<file path="config.mk">
export PLATFORM = sky130hd
export DESIGN_NAME = tcfp_top
export DESIGN_NICKNAME = d
export VERILOG_FILES = /design/src/verilog/tcfp_pkg.sv /design/src/verilog/tcfp_top.sv
export VERILOG_INCLUDE_DIRS = /design/src /design/src/verilog
export SDC_FILE = /design/constraint.sdc
export NUM_CORES = 2
export LEC_CHECK = 0
export BUFFER_PORTS_ARGS = -buffer_cell sky130_fd_sc_hd__buf_2
export CAP_MARGIN = 0
export CORE_MARGIN = 3
export CORE_UTILIZATION = 33
export DETAILED_ROUTE_END_ITERATION = 10
export MAX_ROUTING_LAYER = met4
export PLACE_DENSITY = 0.58
export SYNTH_ARGS = -nofsm -noshare
export SYNTH_HDL_FRONTEND = slang
export SYNTH_SLANG_ARGS = --single-unit
</file>
<file path="constraint.sdc">
create_clock -name aclk -period 16.65 [get_ports aclk]
set_input_delay 0.8325 -clock aclk [delete_from_list [all_inputs] [get_ports aclk]]
set_output_delay 0.8325 -clock aclk [all_outputs]
set_load 0.05 [all_outputs]
</file>
<file path="src/verilog/tcfp_defs.svh">
// offsets, field positions and reset values of the flush/probe block
`ifndef TCFP_DEFS_SVH
`define TCFP_DEFS_SVH
`define TCFP_OFF_CONTEXT 8'h00
`define TCFP_OFF_CTP 8'h04
`define TCFP_OFF_FP_VADDR 8'h08
`define TCFP_OFF_FLUSH 8'h0C
`define TCFP_OFF_PROBE 8'h10
`define TCFP_OFF_FSR 8'h14
`define TCFP_OFF_FAR 8'h18
`define TCFP_OFF_STATUS 8'h1C
`define TCFP_TYPE_MSB 11
`define TCFP_TYPE_LSB 8
`define TCFP_VA_LSB 12
`define TCFP_KIND_MSB 1
`define TCFP_KIND_LSB 0
`define TCFP_PERM_MSB 4
`define TCFP_PERM_LSB 2
`define TCFP_PTP_MSB 31
`define TCFP_PTP_LSB 2
`define TCFP_PERM_SUPER 3'h6
`define TCFP_CTX_W 8
`define TCFP_FSR_ERR 0
`define TCFP_FSR_LVL_LSB 8
`define TCFP_RESP_OKAY 2'h0
`define TCFP_RESP_SLVERR 2'h2
`define TCFP_RST_WORD 32'h00000000
`define TCFP_RST_CTX 8'h00
`endif

</file>
<file path="src/verilog/tcfp_pkg.sv">
// types shared by the flush/probe block
`include "tcfp_defs.svh"
package tcfp_pkg;
    typedef enum logic [1:0] {
        KIND_INVALID = 2'b00,
        KIND_POINTER = 2'b01,
        KIND_LEAF = 2'b10,
        KIND_RESERVED = 2'b11
    } tcfp_kind_type;
    typedef enum logic [2:0] {
        ST_IDLE = 3'b000,
        ST_LOOKUP = 3'b001,
        ST_FETCH = 3'b010,
        ST_WAIT = 3'b011,
        ST_DONE = 3'b100
    } tcfp_state_type;
    typedef struct packed {
        logic valid;
        logic is_leaf;
        logic [1:0] level;
        logic [2:0] perm;
        logic [`TCFP_CTX_W-1:0] ctx;
        logic [19:0] tag;
        logic [31:0] data;
    } tcfp_entry_type;
endpackage

</file>
<file path="src/verilog/tcfp_top.sv">
// translation cache with flush and probe logic behind an axi4-lite slave
`timescale 1ns/10ps
`default_nettype none
`include "tcfp_defs.svh"
// Summary of operation
// flush store: type from bits 11:8, data ignored
// supervisor leaf entries flushed regardless of context
// user leaf flushed only on context match
// address tag compare width follows flush type
// leaf level tag must suit flush type
// context flush removes matching user leaf entries
// entire flush invalidates every entry
// pointer entries flushed by context and level
// flush removes at least every selected entry
// types five and above ignored or reserved
// probe uses current context register
// probe returns zero on error or non-pointer
// memory error updates fault registers, no exception
// pointer above target level fetches next level
// typed probes return target level entry
// entire probe returns first leaf found
// referenced flag left untouched by probes
// reserved probe types return a defined zero
// probe checks cache before table walk
// only entire probe loads the cache
// software keeps low address bits zero
// address: vaddr 31:12, type 11:8
// entry kind: invalid, pointer, leaf, reserved
// entry holds valid, tags, kind, access code
module tcfp_top #(
    parameter int ENTRIES = 8,
    parameter int ADDR_W = 8
) (
    input wire logic aclk,
    input wire logic aresetn,
    input wire logic [ADDR_W-1:0] s_axi_awaddr,
    input wire logic [2:0] s_axi_awprot,
    input wire logic s_axi_awvalid,
    output logic s_axi_awready,
    input wire logic [31:0] s_axi_wdata,
    input wire logic [3:0] s_axi_wstrb,
    input wire logic s_axi_wvalid,
    output logic s_axi_wready,
    output logic [1:0] s_axi_bresp,
    output logic s_axi_bvalid,
    input wire logic s_axi_bready,
    input wire logic [ADDR_W-1:0] s_axi_araddr,
    input wire logic [2:0] s_axi_arprot,
    input wire logic s_axi_arvalid,
    output logic s_axi_arready,
    output logic [31:0] s_axi_rdata,
    output logic [1:0] s_axi_rresp,
    output logic s_axi_rvalid,
    input wire logic s_axi_rready,
    output logic mem_req,
    output logic [35:0] mem_addr,
    input wire logic mem_ack,
    input wire logic mem_err,
    input wire logic [31:0] mem_rdata,
    output logic fault_wr
);
    import tcfp_pkg::*;

    localparam int IW = $clog2(ENTRIES);

    generate
        // round robin fill pointer wraps at a power of two
        if (ENTRIES < 2 || ENTRIES > 256 || ADDR_W < 8 || ADDR_W > 32
            || (ENTRIES & (ENTRIES - 1)) != 0)
        begin : g_bad
            $error("tcfp_top: unsupported ENTRIES or ADDR_W");
        end
    endgenerate

    logic [`TCFP_CTX_W-1:0] context_reg;
    logic [31:0] ctp;
    logic [31:0] fp_vaddr;
    logic [31:0] fsr;
    logic [31:0] far_reg;
    logic [ADDR_W-1:0] aw_addr;
    logic [31:0] w_data;
    logic [3:0] w_strb;
    logic [ADDR_W-1:0] ar_addr;
    logic rd_pend;
    tcfp_state_type state;
    logic [3:0] p_type;
    logic [1:0] p_lvl;
    logic [29:0] p_tbl;
    logic [31:0] p_result;
    tcfp_entry_type cache [ENTRIES];
    logic [IW-1:0] fill_ptr;

    logic wr_go;
    logic flush_go;
    logic probe_start;
    logic [ENTRIES-1:0] valid_vec;
    logic [ENTRIES-1:0] match_vec;
    logic hit;
    logic [31:0] hit_data;
    logic fill_en;
    tcfp_kind_type kind;
    logic [1:0] tgt;
    logic entire;
    logic [9:0] idx_off;

    // bytewise merge of a register with write data
    function automatic logic [31:0] merge(input logic [31:0] old,
                                          input logic [31:0] nw,
                                          input logic [3:0] strb);
        logic [31:0] r;
        r = old;
        for (int b = 0; b < 4; b++)
        begin
            if (strb[b])
            begin
                r[8*b +: 8] = nw[8*b +: 8];
            end
        end
        return r;
    endfunction

    function automatic logic mapped(input logic [ADDR_W-1:0] a);
        return a == ADDR_W'(`TCFP_OFF_CONTEXT) || a == ADDR_W'(`TCFP_OFF_CTP)
            || a == ADDR_W'(`TCFP_OFF_FP_VADDR) || a == ADDR_W'(`TCFP_OFF_FLUSH)
            || a == ADDR_W'(`TCFP_OFF_PROBE) || a == ADDR_W'(`TCFP_OFF_FSR)
            || a == ADDR_W'(`TCFP_OFF_FAR) || a == ADDR_W'(`TCFP_OFF_STATUS);
    endfunction

    // parallel flush match for one entry
    function automatic logic flush_hit(input tcfp_entry_type e,
                                       input logic [3:0] ty,
                                       input logic [31:0] va,
                                       input logic [`TCFP_CTX_W-1:0] ctx);
        logic ctx_eq;
        logic sup;
        logic a12;
        logic a18;
        logic a24;
        logic r;
        ctx_eq = e.ctx == ctx;
        sup = e.perm >= `TCFP_PERM_SUPER;
        a12 = e.tag == va[31:12];
        a18 = e.tag[19:6] == va[31:18];
        a24 = e.tag[19:12] == va[31:24];
        r = 1'b0;
        if (e.is_leaf)
        begin
            case (ty)
                4'h0: r = (sup || ctx_eq) && a12 && e.level == 2'd3;
                4'h1: r = (sup || ctx_eq) && a18 && e.level >= 2'd2;
                4'h2: r = (sup || ctx_eq) && a24 && e.level >= 2'd1;
                4'h3: r = !sup && ctx_eq;
                4'h4: r = 1'b1;
                default: r = 1'b0;
            endcase
        end
        else
        begin
            case (ty)
                4'h0: r = ctx_eq && a12;
                4'h1: r = ctx_eq && a18 && e.level == 2'd2;
                4'h2: r = ctx_eq && a24 && e.level != 2'd0
                          && e.level != 2'd3;
                4'h3: r = ctx_eq && e.level != 2'd3;
                4'h4: r = 1'b1;
                default: r = 1'b0;
            endcase
        end
        return e.valid && r;
    endfunction

    assign wr_go = !s_axi_awready && !s_axi_wready && !s_axi_bvalid
                   && state == ST_IDLE;
    assign flush_go = wr_go && aw_addr == ADDR_W'(`TCFP_OFF_FLUSH);
    assign probe_start = rd_pend && !s_axi_rvalid && state == ST_IDLE
                         && ar_addr == ADDR_W'(`TCFP_OFF_PROBE);
    assign kind = tcfp_kind_type'(mem_rdata[`TCFP_KIND_MSB:`TCFP_KIND_LSB]);
    assign entire = p_type == 4'h4;
    assign tgt = 2'd3 - p_type[1:0];
    assign fill_en = state == ST_WAIT && mem_ack && !mem_err && entire
                     && (kind == KIND_LEAF
                         || (kind == KIND_POINTER && p_lvl != 2'd3));

    // table index for the level being fetched
    always_comb
    begin
        case (p_lvl)
            2'd0: idx_off = {context_reg, 2'b00};
            2'd1: idx_off = {fp_vaddr[31:24], 2'b00};
            2'd2: idx_off = {2'b00, fp_vaddr[23:18], 2'b00};
            default: idx_off = {2'b00, fp_vaddr[17:12], 2'b00};
        endcase
    end

    // cache lookup and flush match in parallel over all entries
    always_comb
    begin
        logic lv_ok;
        logic am;
        lv_ok = 1'b0;
        am = 1'b0;
        hit = 1'b0;
        hit_data = `TCFP_RST_WORD;
        for (int i = 0; i < ENTRIES; i++)
        begin
            valid_vec[i] = cache[i].valid;
            match_vec[i] = flush_hit(cache[i], fp_vaddr[`TCFP_TYPE_MSB:`TCFP_TYPE_LSB],
                                     fp_vaddr, context_reg);
            case (cache[i].level)
                2'd0: am = 1'b1;
                2'd1: am = cache[i].tag[19:12] == fp_vaddr[31:24];
                2'd2: am = cache[i].tag[19:6] == fp_vaddr[31:18];
                default: am = cache[i].tag == fp_vaddr[31:12];
            endcase
            lv_ok = entire || cache[i].level == tgt;
            if (cache[i].valid && cache[i].is_leaf && am && lv_ok
                && (cache[i].perm >= `TCFP_PERM_SUPER
                    || cache[i].ctx == context_reg) && !hit)
            begin
                hit = 1'b1;
                hit_data = cache[i].data;
            end
        end
    end

    // write address and data channels, taken in either order
    always_ff @(posedge aclk)
    begin
        if (!aresetn)
        begin
            s_axi_awready <= 1'b1;
            s_axi_wready <= 1'b1;
            s_axi_bvalid <= 1'b0;
            s_axi_bresp <= `TCFP_RESP_OKAY;
            aw_addr <= '0;
            w_data <= `TCFP_RST_WORD;
            w_strb <= 4'h0;
        end
        else
        begin
            if (s_axi_awvalid && s_axi_awready)
            begin
                s_axi_awready <= 1'b0;
                aw_addr <= s_axi_awaddr;
            end
            if (s_axi_wvalid && s_axi_wready)
            begin
                s_axi_wready <= 1'b0;
                w_data <= s_axi_wdata;
                w_strb <= s_axi_wstrb;
            end
            if (wr_go)
            begin
                s_axi_bvalid <= 1'b1;
                s_axi_bresp <= mapped(aw_addr) ? `TCFP_RESP_OKAY
                                               : `TCFP_RESP_SLVERR;
            end
            if (s_axi_bvalid && s_axi_bready)
            begin
                s_axi_bvalid <= 1'b0;
                s_axi_awready <= 1'b1;
                s_axi_wready <= 1'b1;
            end
        end
    end

    // software registers; flush data is never stored
    always_ff @(posedge aclk)
    begin
        if (!aresetn)
        begin
            context_reg <= `TCFP_RST_CTX;
            ctp <= `TCFP_RST_WORD;
            fp_vaddr <= `TCFP_RST_WORD;
        end
        else if (wr_go)
        begin
            if (aw_addr == ADDR_W'(`TCFP_OFF_CONTEXT))
            begin
                context_reg <= `TCFP_CTX_W'(merge({24'h000000, context_reg},
                                                  w_data, w_strb));
            end
            if (aw_addr == ADDR_W'(`TCFP_OFF_CTP))
            begin
                ctp <= merge(ctp, w_data, w_strb) & 32'hFFFFFFFC;
            end
            if (aw_addr == ADDR_W'(`TCFP_OFF_FP_VADDR))
            begin
                // reserved low byte kept as written by software
                fp_vaddr <= merge(fp_vaddr, w_data, w_strb);
            end
        end
    end

    // read channel; a probe read waits for the walk
    always_ff @(posedge aclk)
    begin
        if (!aresetn)
        begin
            s_axi_arready <= 1'b1;
            s_axi_rvalid <= 1'b0;
            s_axi_rdata <= `TCFP_RST_WORD;
            s_axi_rresp <= `TCFP_RESP_OKAY;
            ar_addr <= '0;
            rd_pend <= 1'b0;
        end
        else
        begin
            if (s_axi_arvalid && s_axi_arready)
            begin
                s_axi_arready <= 1'b0;
                ar_addr <= s_axi_araddr;
                rd_pend <= 1'b1;
            end
            if (rd_pend && !s_axi_rvalid)
            begin
                if (ar_addr == ADDR_W'(`TCFP_OFF_PROBE))
                begin
                    if (state == ST_DONE)
                    begin
                        s_axi_rdata <= p_result;
                        s_axi_rresp <= `TCFP_RESP_OKAY;
                        s_axi_rvalid <= 1'b1;
                        rd_pend <= 1'b0;
                    end
                end
                else
                begin
                    case (ar_addr)
                        ADDR_W'(`TCFP_OFF_CONTEXT):
                            s_axi_rdata <= {24'h000000, context_reg};
                        ADDR_W'(`TCFP_OFF_CTP): s_axi_rdata <= ctp;
                        ADDR_W'(`TCFP_OFF_FP_VADDR): s_axi_rdata <= fp_vaddr;
                        ADDR_W'(`TCFP_OFF_FSR): s_axi_rdata <= fsr;
                        ADDR_W'(`TCFP_OFF_FAR): s_axi_rdata <= far_reg;
                        ADDR_W'(`TCFP_OFF_STATUS):
                            s_axi_rdata <= {29'h00000000, state};
                        default: s_axi_rdata <= `TCFP_RST_WORD;
                    endcase
                    s_axi_rresp <= mapped(ar_addr) ? `TCFP_RESP_OKAY
                                                   : `TCFP_RESP_SLVERR;
                    s_axi_rvalid <= 1'b1;
                    rd_pend <= 1'b0;
                end
            end
            if (s_axi_rvalid && s_axi_rready)
            begin
                s_axi_rvalid <= 1'b0;
                s_axi_arready <= 1'b1;
            end
        end
    end

    // probe walk; entries are only read, so the referenced bit stays
    always_ff @(posedge aclk)
    begin
        if (!aresetn)
        begin
            state <= ST_IDLE;
            p_type <= 4'h0;
            p_lvl <= 2'd0;
            p_tbl <= 30'h00000000;
            p_result <= `TCFP_RST_WORD;
            mem_req <= 1'b0;
            mem_addr <= 36'h000000000;
        end
        else
        begin
            case (state)
                ST_IDLE:
                    if (probe_start)
                    begin
                        p_type <= fp_vaddr[`TCFP_TYPE_MSB:`TCFP_TYPE_LSB];
                        p_result <= `TCFP_RST_WORD;
                        if (fp_vaddr[`TCFP_TYPE_MSB:`TCFP_TYPE_LSB] > 4'h4)
                        begin
                            state <= ST_DONE;
                        end
                        else
                        begin
                            state <= ST_LOOKUP;
                        end
                    end
                ST_LOOKUP:
                    if (hit)
                    begin
                        p_result <= hit_data;
                        state <= ST_DONE;
                    end
                    else
                    begin
                        p_lvl <= 2'd0;
                        p_tbl <= ctp[`TCFP_PTP_MSB:`TCFP_PTP_LSB];
                        state <= ST_FETCH;
                    end
                ST_FETCH:
                begin
                    mem_req <= 1'b1;
                    mem_addr <= {p_tbl, 6'h00} + {26'h0000000, idx_off};
                    state <= ST_WAIT;
                end
                ST_WAIT:
                    if (mem_ack)
                    begin
                        mem_req <= 1'b0;
                        state <= ST_DONE;
                        p_result <= `TCFP_RST_WORD;
                        if (mem_err)
                        begin
                            p_result <= `TCFP_RST_WORD;
                        end
                        else if (entire)
                        begin
                            if (kind == KIND_LEAF)
                            begin
                                p_result <= mem_rdata;
                            end
                            else if (kind == KIND_POINTER && p_lvl != 2'd3)
                            begin
                                p_lvl <= p_lvl + 2'd1;
                                p_tbl <= mem_rdata[`TCFP_PTP_MSB:`TCFP_PTP_LSB];
                                state <= ST_FETCH;
                            end
                        end
                        else if (p_lvl != tgt)
                        begin
                            if (kind == KIND_POINTER)
                            begin
                                p_lvl <= p_lvl + 2'd1;
                                p_tbl <= mem_rdata[`TCFP_PTP_MSB:`TCFP_PTP_LSB];
                                state <= ST_FETCH;
                            end
                        end
                        else if (tgt == 2'd3)
                        begin
                            if (kind == KIND_LEAF || kind == KIND_INVALID)
                            begin
                                p_result <= mem_rdata;
                            end
                        end
                        else if (kind != KIND_RESERVED)
                        begin
                            p_result <= mem_rdata;
                        end
                    end
                ST_DONE: state <= ST_IDLE;
                default: state <= ST_IDLE;
            endcase
        end
    end

    // fault registers on a memory error; no exception goes to the core
    always_ff @(posedge aclk)
    begin
        if (!aresetn)
        begin
            fsr <= `TCFP_RST_WORD;
            far_reg <= `TCFP_RST_WORD;
            fault_wr <= 1'b0;
        end
        else
        begin
            fault_wr <= state == ST_WAIT && mem_ack && mem_err;
            if (state == ST_WAIT && mem_ack && mem_err)
            begin
                fsr <= 32'(p_lvl) << `TCFP_FSR_LVL_LSB
                       | 32'h1 << `TCFP_FSR_ERR;
                far_reg <= {fp_vaddr[31:12], 12'h000};
            end
        end
    end

    // cache contents: flush invalidates, entire probe fills round robin
    always_ff @(posedge aclk)
    begin
        if (!aresetn)
        begin
            fill_ptr <= '0;
            for (int i = 0; i < ENTRIES; i++)
            begin
                cache[i] <= '0;
            end
        end
        else if (flush_go)
        begin
            for (int i = 0; i < ENTRIES; i++)
            begin
                if (match_vec[i])
                begin
                    cache[i].valid <= 1'b0;
                end
            end
        end
        else if (fill_en)
        begin
            cache[fill_ptr] <= '{valid: 1'b1,
                is_leaf: kind == KIND_LEAF,
                level: p_lvl,
                perm: mem_rdata[`TCFP_PERM_MSB:`TCFP_PERM_LSB],
                ctx: context_reg,
                tag: fp_vaddr[31:12],
                data: mem_rdata};
            fill_ptr <= fill_ptr + IW'(1);
        end
    end

    a_flush_removes: assert property (@(posedge aclk) disable iff (!aresetn)
        flush_go |=> (valid_vec & $past(match_vec)) == '0)
        else $error("flushed entry still valid");
    a_entire_flush: assert property (@(posedge aclk) disable iff (!aresetn)
        flush_go && fp_vaddr[11:8] == 4'h4 |=> valid_vec == '0)
        else $error("entire flush left an entry");
    a_reserved_flush: assert property (@(posedge aclk) disable iff (!aresetn)
        flush_go && fp_vaddr[11:8] > 4'h4 |=> $stable(valid_vec))
        else $error("reserved flush changed cache");
    a_flush_answer: assert property (@(posedge aclk) disable iff (!aresetn)
        flush_go |=> s_axi_bvalid && s_axi_bresp == 2'h0)
        else $error("flush not answered");
    a_error_zero: assert property (@(posedge aclk) disable iff (!aresetn)
        state == ST_WAIT && mem_ack && mem_err
        |=> state == ST_DONE && p_result == 32'h0 ##1 state == ST_IDLE)
        else $error("memory error gave nonzero probe");
    a_fault_update: assert property (@(posedge aclk) disable iff (!aresetn)
        state == ST_WAIT && mem_ack && mem_err
        |=> fault_wr && fsr[0] && far_reg[31:12] == fp_vaddr[31:12])
        else $error("fault registers not updated");
    a_reserved_probe: assert property (@(posedge aclk) disable iff (!aresetn)
        probe_start && fp_vaddr[11:8] > 4'h4 |=> state == ST_DONE
        && p_result == 32'h0)
        else $error("reserved probe not zero");
    a_lookup_first: assert property (@(posedge aclk) disable iff (!aresetn)
        probe_start && fp_vaddr[11:8] <= 4'h4 |=> state == ST_LOOKUP)
        else $error("walk started before lookup");
    a_walk_descend: assert property (@(posedge aclk) disable iff (!aresetn)
        state == ST_WAIT && mem_ack && !mem_err && !entire
        && kind == KIND_POINTER && p_lvl != tgt
        |=> state == ST_FETCH && p_lvl == $past(p_lvl) + 2'd1 ##1 mem_req)
        else $error("pointer did not descend");
    a_typed_no_fill: assert property (@(posedge aclk) disable iff (!aresetn)
        state == ST_WAIT && mem_ack && !entire
        |=> $stable(valid_vec) && $stable(fill_ptr))
        else $error("typed probe filled the cache");
    c_entire_flush: cover property (@(posedge aclk) disable iff (!aresetn)
        flush_go && fp_vaddr[11:8] == 4'h4 && valid_vec != '0);
    c_probe_hit: cover property (@(posedge aclk) disable iff (!aresetn)
        state == ST_LOOKUP && hit);
    c_walk_leaf: cover property (@(posedge aclk) disable iff (!aresetn)
        fill_en && kind == KIND_LEAF);
    c_mem_error: cover property (@(posedge aclk) disable iff (!aresetn)
        state == ST_WAIT && mem_ack && mem_err);
endmodule
`default_nettype wire
</file>
# == After elaboration in Yosys (flattened, before gate mapping) ==
# Memories as Yosys holds them, arrays and structs flattened.
# Cells that the tools add are included.
# classes
n_addsub,4
n_mul,0
n_div,0
order_cmp,25
n_eq_ne,113
shifts,0
mux,152
bitwise,10
reduce_logical,273
# op_table
op,count
32-bit two-way mux,20
30-bit two-way mux,8
32-bit one-hot mux with 6 select lines,1
1-bit logical AND,177
20-bit == test,8
8-bit == test,16
14-bit == test,8
32-bit one-hot mux with 3 select lines,1
1-bit one-hot mux with 5 select lines,16
1-bit two-way mux,68
67-bit two-way mux,1
67-bit OR reduction,1
8-bit by 5-bit == test with 1-bit output (second input constant),8
30-bit one-hot mux with 2 select lines,1
2-bit == test (second input constant),19
36-bit by 10-bit adder with 36-bit output,1
3-bit two-way mux,11
8-bit by 4-bit == test with 1-bit output (second input constant),4
1-bit logical OR,32
2-bit != test (second input constant),15
10-bit one-hot mux with 3 select lines,1
3-bit AND reduction,9
2-bit two-way mux,13
3-bit >= comparator (second input constant),8
other kinds (36),130
# word_totals
ff_bits,299
latch_bits,0
ramBits,536
rom_bits,0
inputBits,99
output_inout_bits,79
wordCells,611
memories,1
# mem_list
memory,words,word_bits,read_ports,rd_ports_with_merged_regs,wr,line,text
cache,8,67,8,0,8,tcfp_top.sv:90,tcfp_entry_type cache [ENTRIES];

# == Depth between registers and ports, before layout ==
# An unclocked memory read counts as a cell.
# logic_depth
word_depth,30
mapped_depth,17
mapped_depth_nobuf,15

# == Least setup slack after synthesis ==
# Ideal clock, no wire load.
# synth_path
kind,flip-flop to flip-flop
start,reg p_type[0]
end,"mem cache[4][0] in the netlist's numbering, enable pin"
setup_time_ns,0.571
arrival_time_ns,6.569
t_required_ns,16.079
slack_ns,9.510
stages_incl_launch_ff,8
path_buffers,2
period_less_slack_ns,7.140
cell_sequence,dfxtp_1 -> buf_1 -> nor4b_1 -> o2111a_1 -> nand2_1 -> or2_2 -> clkbuf_1 -> o21ai_0
# synth_rtl
element,line,text
from (decl),tcfp_top.sv:86,logic [3:0] p_type;
from (signal assigned),tcfp_top.sv:373,p_type <= fp_vaddr[`TCFP_TYPE_MSB:`TCFP_TYPE_LSB];
to (decl),tcfp_top.sv:90,

# == Worst setup path after layout ==
# layout_path
start,reg fp_vaddr[31]
end,reg p_result[14]
# layout_between
elab_chain_cells,29
word_cells_on_any_way,90
cone_classes,eq/ne: 25; mux: 26; reduce/logical: 39
# layout_lines
element,line,text
from (decl),tcfp_top.sv:77,logic [31:0] fp_vaddr;
from (signal assigned),tcfp_top.sv:274,fp_vaddr <= `TCFP_RST_WORD;
from (signal assigned),tcfp_top.sv:290,"fp_vaddr <= merge(fp_vaddr, w_data, w_strb);"
20-bit == test (tied with other cells),tcfp_top.sv:213,default: am = cache[i].tag == fp_vaddr[31:12];
1-bit one-hot mux with 3 select lines,tcfp_top.sv:209,case (cache[i].level)
1-bit logical AND (3 in a row),tcfp_top.sv:216,if (cache[i].valid && cache[i].is_leaf && am && lv_ok
1-bit two-way mux,tcfp_top.sv:216,
1-bit logical NOT,tcfp_top.sv:218,|| cache[i].ctx == context_reg) && !hit)
1-bit logical AND,tcfp_top.sv:216,
1-bit two-way mux,tcfp_top.sv:216,
1-bit logical NOT,tcfp_top.sv:218,
[... 11 more ...],--,
1-bit logical NOT,tcfp_top.sv:218,
1-bit logical AND,tcfp_top.sv:216,
1-bit two-way mux,tcfp_top.sv:216,
1-bit logical NOT,tcfp_top.sv:218,
1-bit logical AND,tcfp_top.sv:216,
32-bit two-way mux / 1-bit two-way mux (equally long branches),tcfp_top.sv:216,
32-bit two-way mux / 2-bit != test (equally long branches),--,
32-bit one-hot mux with 3 select lines / 4-bit AND reduction (equally long branches),--,
to (signal assigned),tcfp_top.sv:363,p_result <= `TCFP_RST_WORD;
to (signal assigned),tcfp_top.sv:374,p_result <= `TCFP_RST_WORD;
to (signal assigned),tcfp_top.sv:387,p_result <= hit_data;
to (decl),tcfp_top.sv:89,logic [31:0] p_result;
# Several ways; a longest one is shown, not always the timed one. The select of a mux whose other input is x is not followed.
# A chain may end at the register's enable or synchronous reset.

==> qor.csv <==
stage,metric,value,unit
power,ir_worst_vdd,0.0758,mV
global_route,grt_remaining_overflow,0,
worst_setup_path,cp_max_delay_cell,sky130_fd_sc_hd__a2111oi_0,
detailed_routing,drc,0,
worst_setup_path,rr_worst_depth,12,
yosys,syn_avg_cell_area,10.6,sq um
worst_setup_path,required,17.16,ns
detailed_routing,antenna_violating_nets_post_route,0,
yosys,edff_count_synth,504,
worst_setup_path,crit_arrival,6.39,ns
worst_setup_path,crit-reg2reg-launch,fp_vaddr[31]$_SDFFE_PN0P_,
worst_setup_path,critPathCaptureType,flop,
global_route,grt_pass1_vias,25751,
finish,final_cell_area,42800,sq um
global_route,antenna_found_initial,19,
yosys,yosysSeqAreaShare,56.3,%
clock_network,cts_tree,done,
die,chipWidth,344,microns
clock_network,cts_resized,0,
die,floorplan.initialDensity,33.4,%
yosys,synthDominantAreaCellType,sky130_fd_sc_hd__edfxtp_1,
place,dpl-instance-area,40000,sq um
power,power_leakage,0.0154,uW
finish,post_route_utilization,38.0,%
sta,clock.fmax,170,MHz
sta,worst_slew_pin_slew,1.32,ns
power,power-per-cell-area,102,nW/um^2
yosys,yosysWarningCount,0,
global_route,grt_first_pass_wirelength,173000,microns
yosys,dominantRegCellSynth,sky130_fd_sc_hd__edfxtp_1,
sta,setup_violations,0,
clock_network,hold_buffers,0,
worst_setup_path,reg2reg_setup_slack,10.77,ns
die,fp-row-count,123,
place,detailedPlacementHpwl,77600,microns
sta,fin_setup_tns,0,ns
worst_setup_path,rr_endpoint,p_result[14]$_SDFFE_PN0P_,
finish,final_net_count,3728,
die,design.portCount,178,
finish,max_flop_register,cache,
detailed_routing,drt_pass1_iterations,6,
clock_network,clkLatencyLatePin,0.65,ns
die,chipHeight,344,microns
finish,area_growth_syn_to_layout,13.8,%
clock_network,cts_num_sinks,807,
finish,multiInputGateArea,15400,sq um
global_route,grt_max_degree,127,
finish,flip_flop_count_of_the_largest_register_all_copies_and_words_added,512,
place,placement.io_buffers,167,
sta,finalHoldViolations,0,
detailed_routing,drt-initial-drc-count,3288,
yosys,ys_top_cells_by_area,"sky130_fd_sc_hd__edfxtp_1 (40%), sky130_fd_sc_hd__dfxtp_1 (16%), sky130_fd_sc_hd__and2_1 (8.2%), sky130_fd_sc_hd__nand2_1 (5.1%), sky130_fd_sc_hd__xor2_1 (3.2%)",
yosys,ys_seq_elements,807,
yosys,synth_cell_types,85,
sta,timing.final.ws_setup,10.77,ns
yosys,yosysMostFrequentCell,sky130_fd_sc_hd__nand2_1,
die,die_area,118000,sq um
worst_setup_path,worstPathMaxFanout,20,
worst_setup_path,timing.critical_path.slowest_cell_delay,1.09,ns
worst_setup_path,timing_worst_setup_path_type,reg2reg,
worst_setup_path,type_of_element_launching_the_critical_path,flop,
finish,final_layout_fill_cell_count,11059,
detailed_routing,routed_wl,118000,microns
yosys,synthesis.instances,3570,
sta,worst_clock_skew,0.0263,ns
worst_setup_path,cp-startpoint,fp_vaddr[31]$_SDFFE_PN0P_,
sta,slew_viol_final,0,
clock_network,cts-root-buf,sky130_fd_sc_hd__clkbuf_16,
clock_network,cts_setup_buffers,0,
detailed_routing,avgRoutedWirePerCell,22.7,microns
yosys,ys_async_sr_fraction,0,%
yosys,mappedNetlistArea,37700,sq um
hold_path,type_of_the_most_critical_hold_path,in2reg,
status,run_status,finished clean,
run,drv_cap,0,
sta,rsz0062_at_grt,no,
global_route,grt_use_total,20.1,%
sta,slew_headroom,9.66,%
sta,min_period,5.88,ns
detailed_routing,route.detailed.vias_per_inst,5.34,
place,post-place-ws,11.01,ns
finish,final_layout_size_suffix_gt1_share,11.2,%
finish,register_area,21200,sq um
clock_network,clkTransAtPathRegs,0.06,ns
yosys,netlist.area_leader.share,40.2,%
finish,top_regs,"cache: 512 flops, mem_addr: 34 flops",
place,globalplace.congestion,0.895,
yosys,synth.top_cells.by_count,"sky130_fd_sc_hd__nand2_1 (507), sky130_fd_sc_hd__edfxtp_1 (504), sky130_fd_sc_hd__and2_1 (492), sky130_fd_sc_hd__dfxtp_1 (303), sky130_fd_sc_hd__clkbuf_1 (240)",
detailed_routing,vias,27743,
worst_setup_path,worstSetupEndpoint,p_result[14]$_SDFFE_PN0P_,
clock_network,htree_num_levels,3,
die,placeableCoreArea,113000,sq um
worst_setup_path,critical_path.cell_chain,"buf_4, xor2_1, nor4_1, nand2_1, o31ai_1, a222oi_1, nor2b_2, buf_4, a221o_1, a2111oi_0, or3_1, a21oi_1",
clock_network,clockBufferDepth,3,
clock_network,total_cts_buffers,88,
sta,layout_worst_path_cycle_share,35.3,%
worst_setup_path,crit_path_frequent_cell,sky130_fd_sc_hd__buf_4,
## placed cells by master (no fill, tap or decap), types with 29 or more instances in the layout
cell type and count:
sky130_fd_sc_hd__nor3_1 36, sky130_fd_sc_hd__buf_4 79, sky130_fd_sc_hd__clkbuf_16 91, sky130_fd_sc_hd__dfxtp_1 303, sky130_fd_sc_hd__edfxtp_1 504, sky130_fd_sc_hd__a221oi_1 42
sky130_fd_sc_hd__nand3_1 125, sky130_fd_sc_hd__and2_1 491, sky130_fd_sc_hd__xnor2_1 130, sky130_fd_sc_hd__buf_2 166, sky130_fd_sc_hd__a21boi_0 157, sky130_fd_sc_hd__o211a_1 29
sky130_fd_sc_hd__nor2_1 66, sky130_fd_sc_hd__a31oi_1 39, sky130_fd_sc_hd__o21ai_0 156, sky130_fd_sc_hd__xor2_1 139, sky130_fd_sc_hd__a22o_1 32, sky130_fd_sc_hd__a21oi_1 62
sky130_fd_sc_hd__a22oi_1 72, sky130_fd_sc_hd__nor4_1 43, sky130_fd_sc_hd__nand2_1 506
## layout make-up
class / instances / share of cell area (%)
repair buffers: 247 / 3.37
flip-flops and latches: 807 / 49.5
clock inverters: 39 / 0.794
multi-input cells: 2460 / 36.0
clock buffers: 122 / 5.82
well taps: 1500 / 4.38
diodes: 5 / 0.0292
inverters: 15 / 0.131
## where the power goes
group          internal [uW]  switching, uW
clock network           1140            808
registers               2190           45.5
logic                   55.4            144
total                   3380            998
## metrics by stage
| step | hold WS [ns] | total power, uW | instances |
|---|---|---|---|
| floorplan | 0.440 | 2400 | 3573 |
| detailed placement | 0.459 | 2480 | 5028 |
| global route | 0.415 | 4510 | 5195 |
| global placement | 0.451 | 2480 | 5028 |
| CTS | 0.372 | 4410 | 5189 |
| finish | 0.402 | 4380 | 5195 |
## cell families after synthesis
logic type      Yosys count  synth area share (%)
simple gates           1409                  19.2
flops                   807                  56.3
compound gates          756                  14.2
buf+inv                 306                  3.36
xor+xnor                269                  6.25
mux                      12                 0.322
fa+ha+maj                10                 0.352
other cells               1               0.00996
## critical path, delay by kind of cell, from the launching register on
kind            cells  cell delay [ns]
compound gates      5             3.18
xor+xnor            1             0.14
simple gates        4             1.47
buf+inv             2             0.60
flops               1             0.30
## layer usage
layer | vias up | routed length [microns] | GRT usage (%)
met5 | - | 0 | -
met3 | 186 | 9210 | 3.21
met4 | 0 | 3320 | 5.38
li1 | 12785 | - | -
met1 | 13716 | 52100 | 28.0
met2 | 1056 | 53400 | 30.4
## worst min-delay path by stage
stage	startpoint	end	slack, ns	cells after the start
after floorplan	fp_vaddr[0]$_SDFFE_PN0P_	fp_vaddr[0]$_SDFFE_PN0P_	0.44	2
after global placement	fsr[0]$_SDFFE_PN0P_	fsr[0]$_SDFFE_PN0P_	0.45	1
after detailed placement	far_reg[18]$_SDFFE_PN0P_	far_reg[18]$_SDFFE_PN0P_	0.46	2
after CTS	s_axi_wvalid	s_axi_wready$_SDFFE_PP1P_	0.37	2
after global routing	s_axi_wvalid	s_axi_wready$_SDFFE_PP1P_	0.42	2
final	s_axi_wvalid	s_axi_wready$_SDFFE_PP1P_	0.40	2
(Power assumes the default switching activity.)
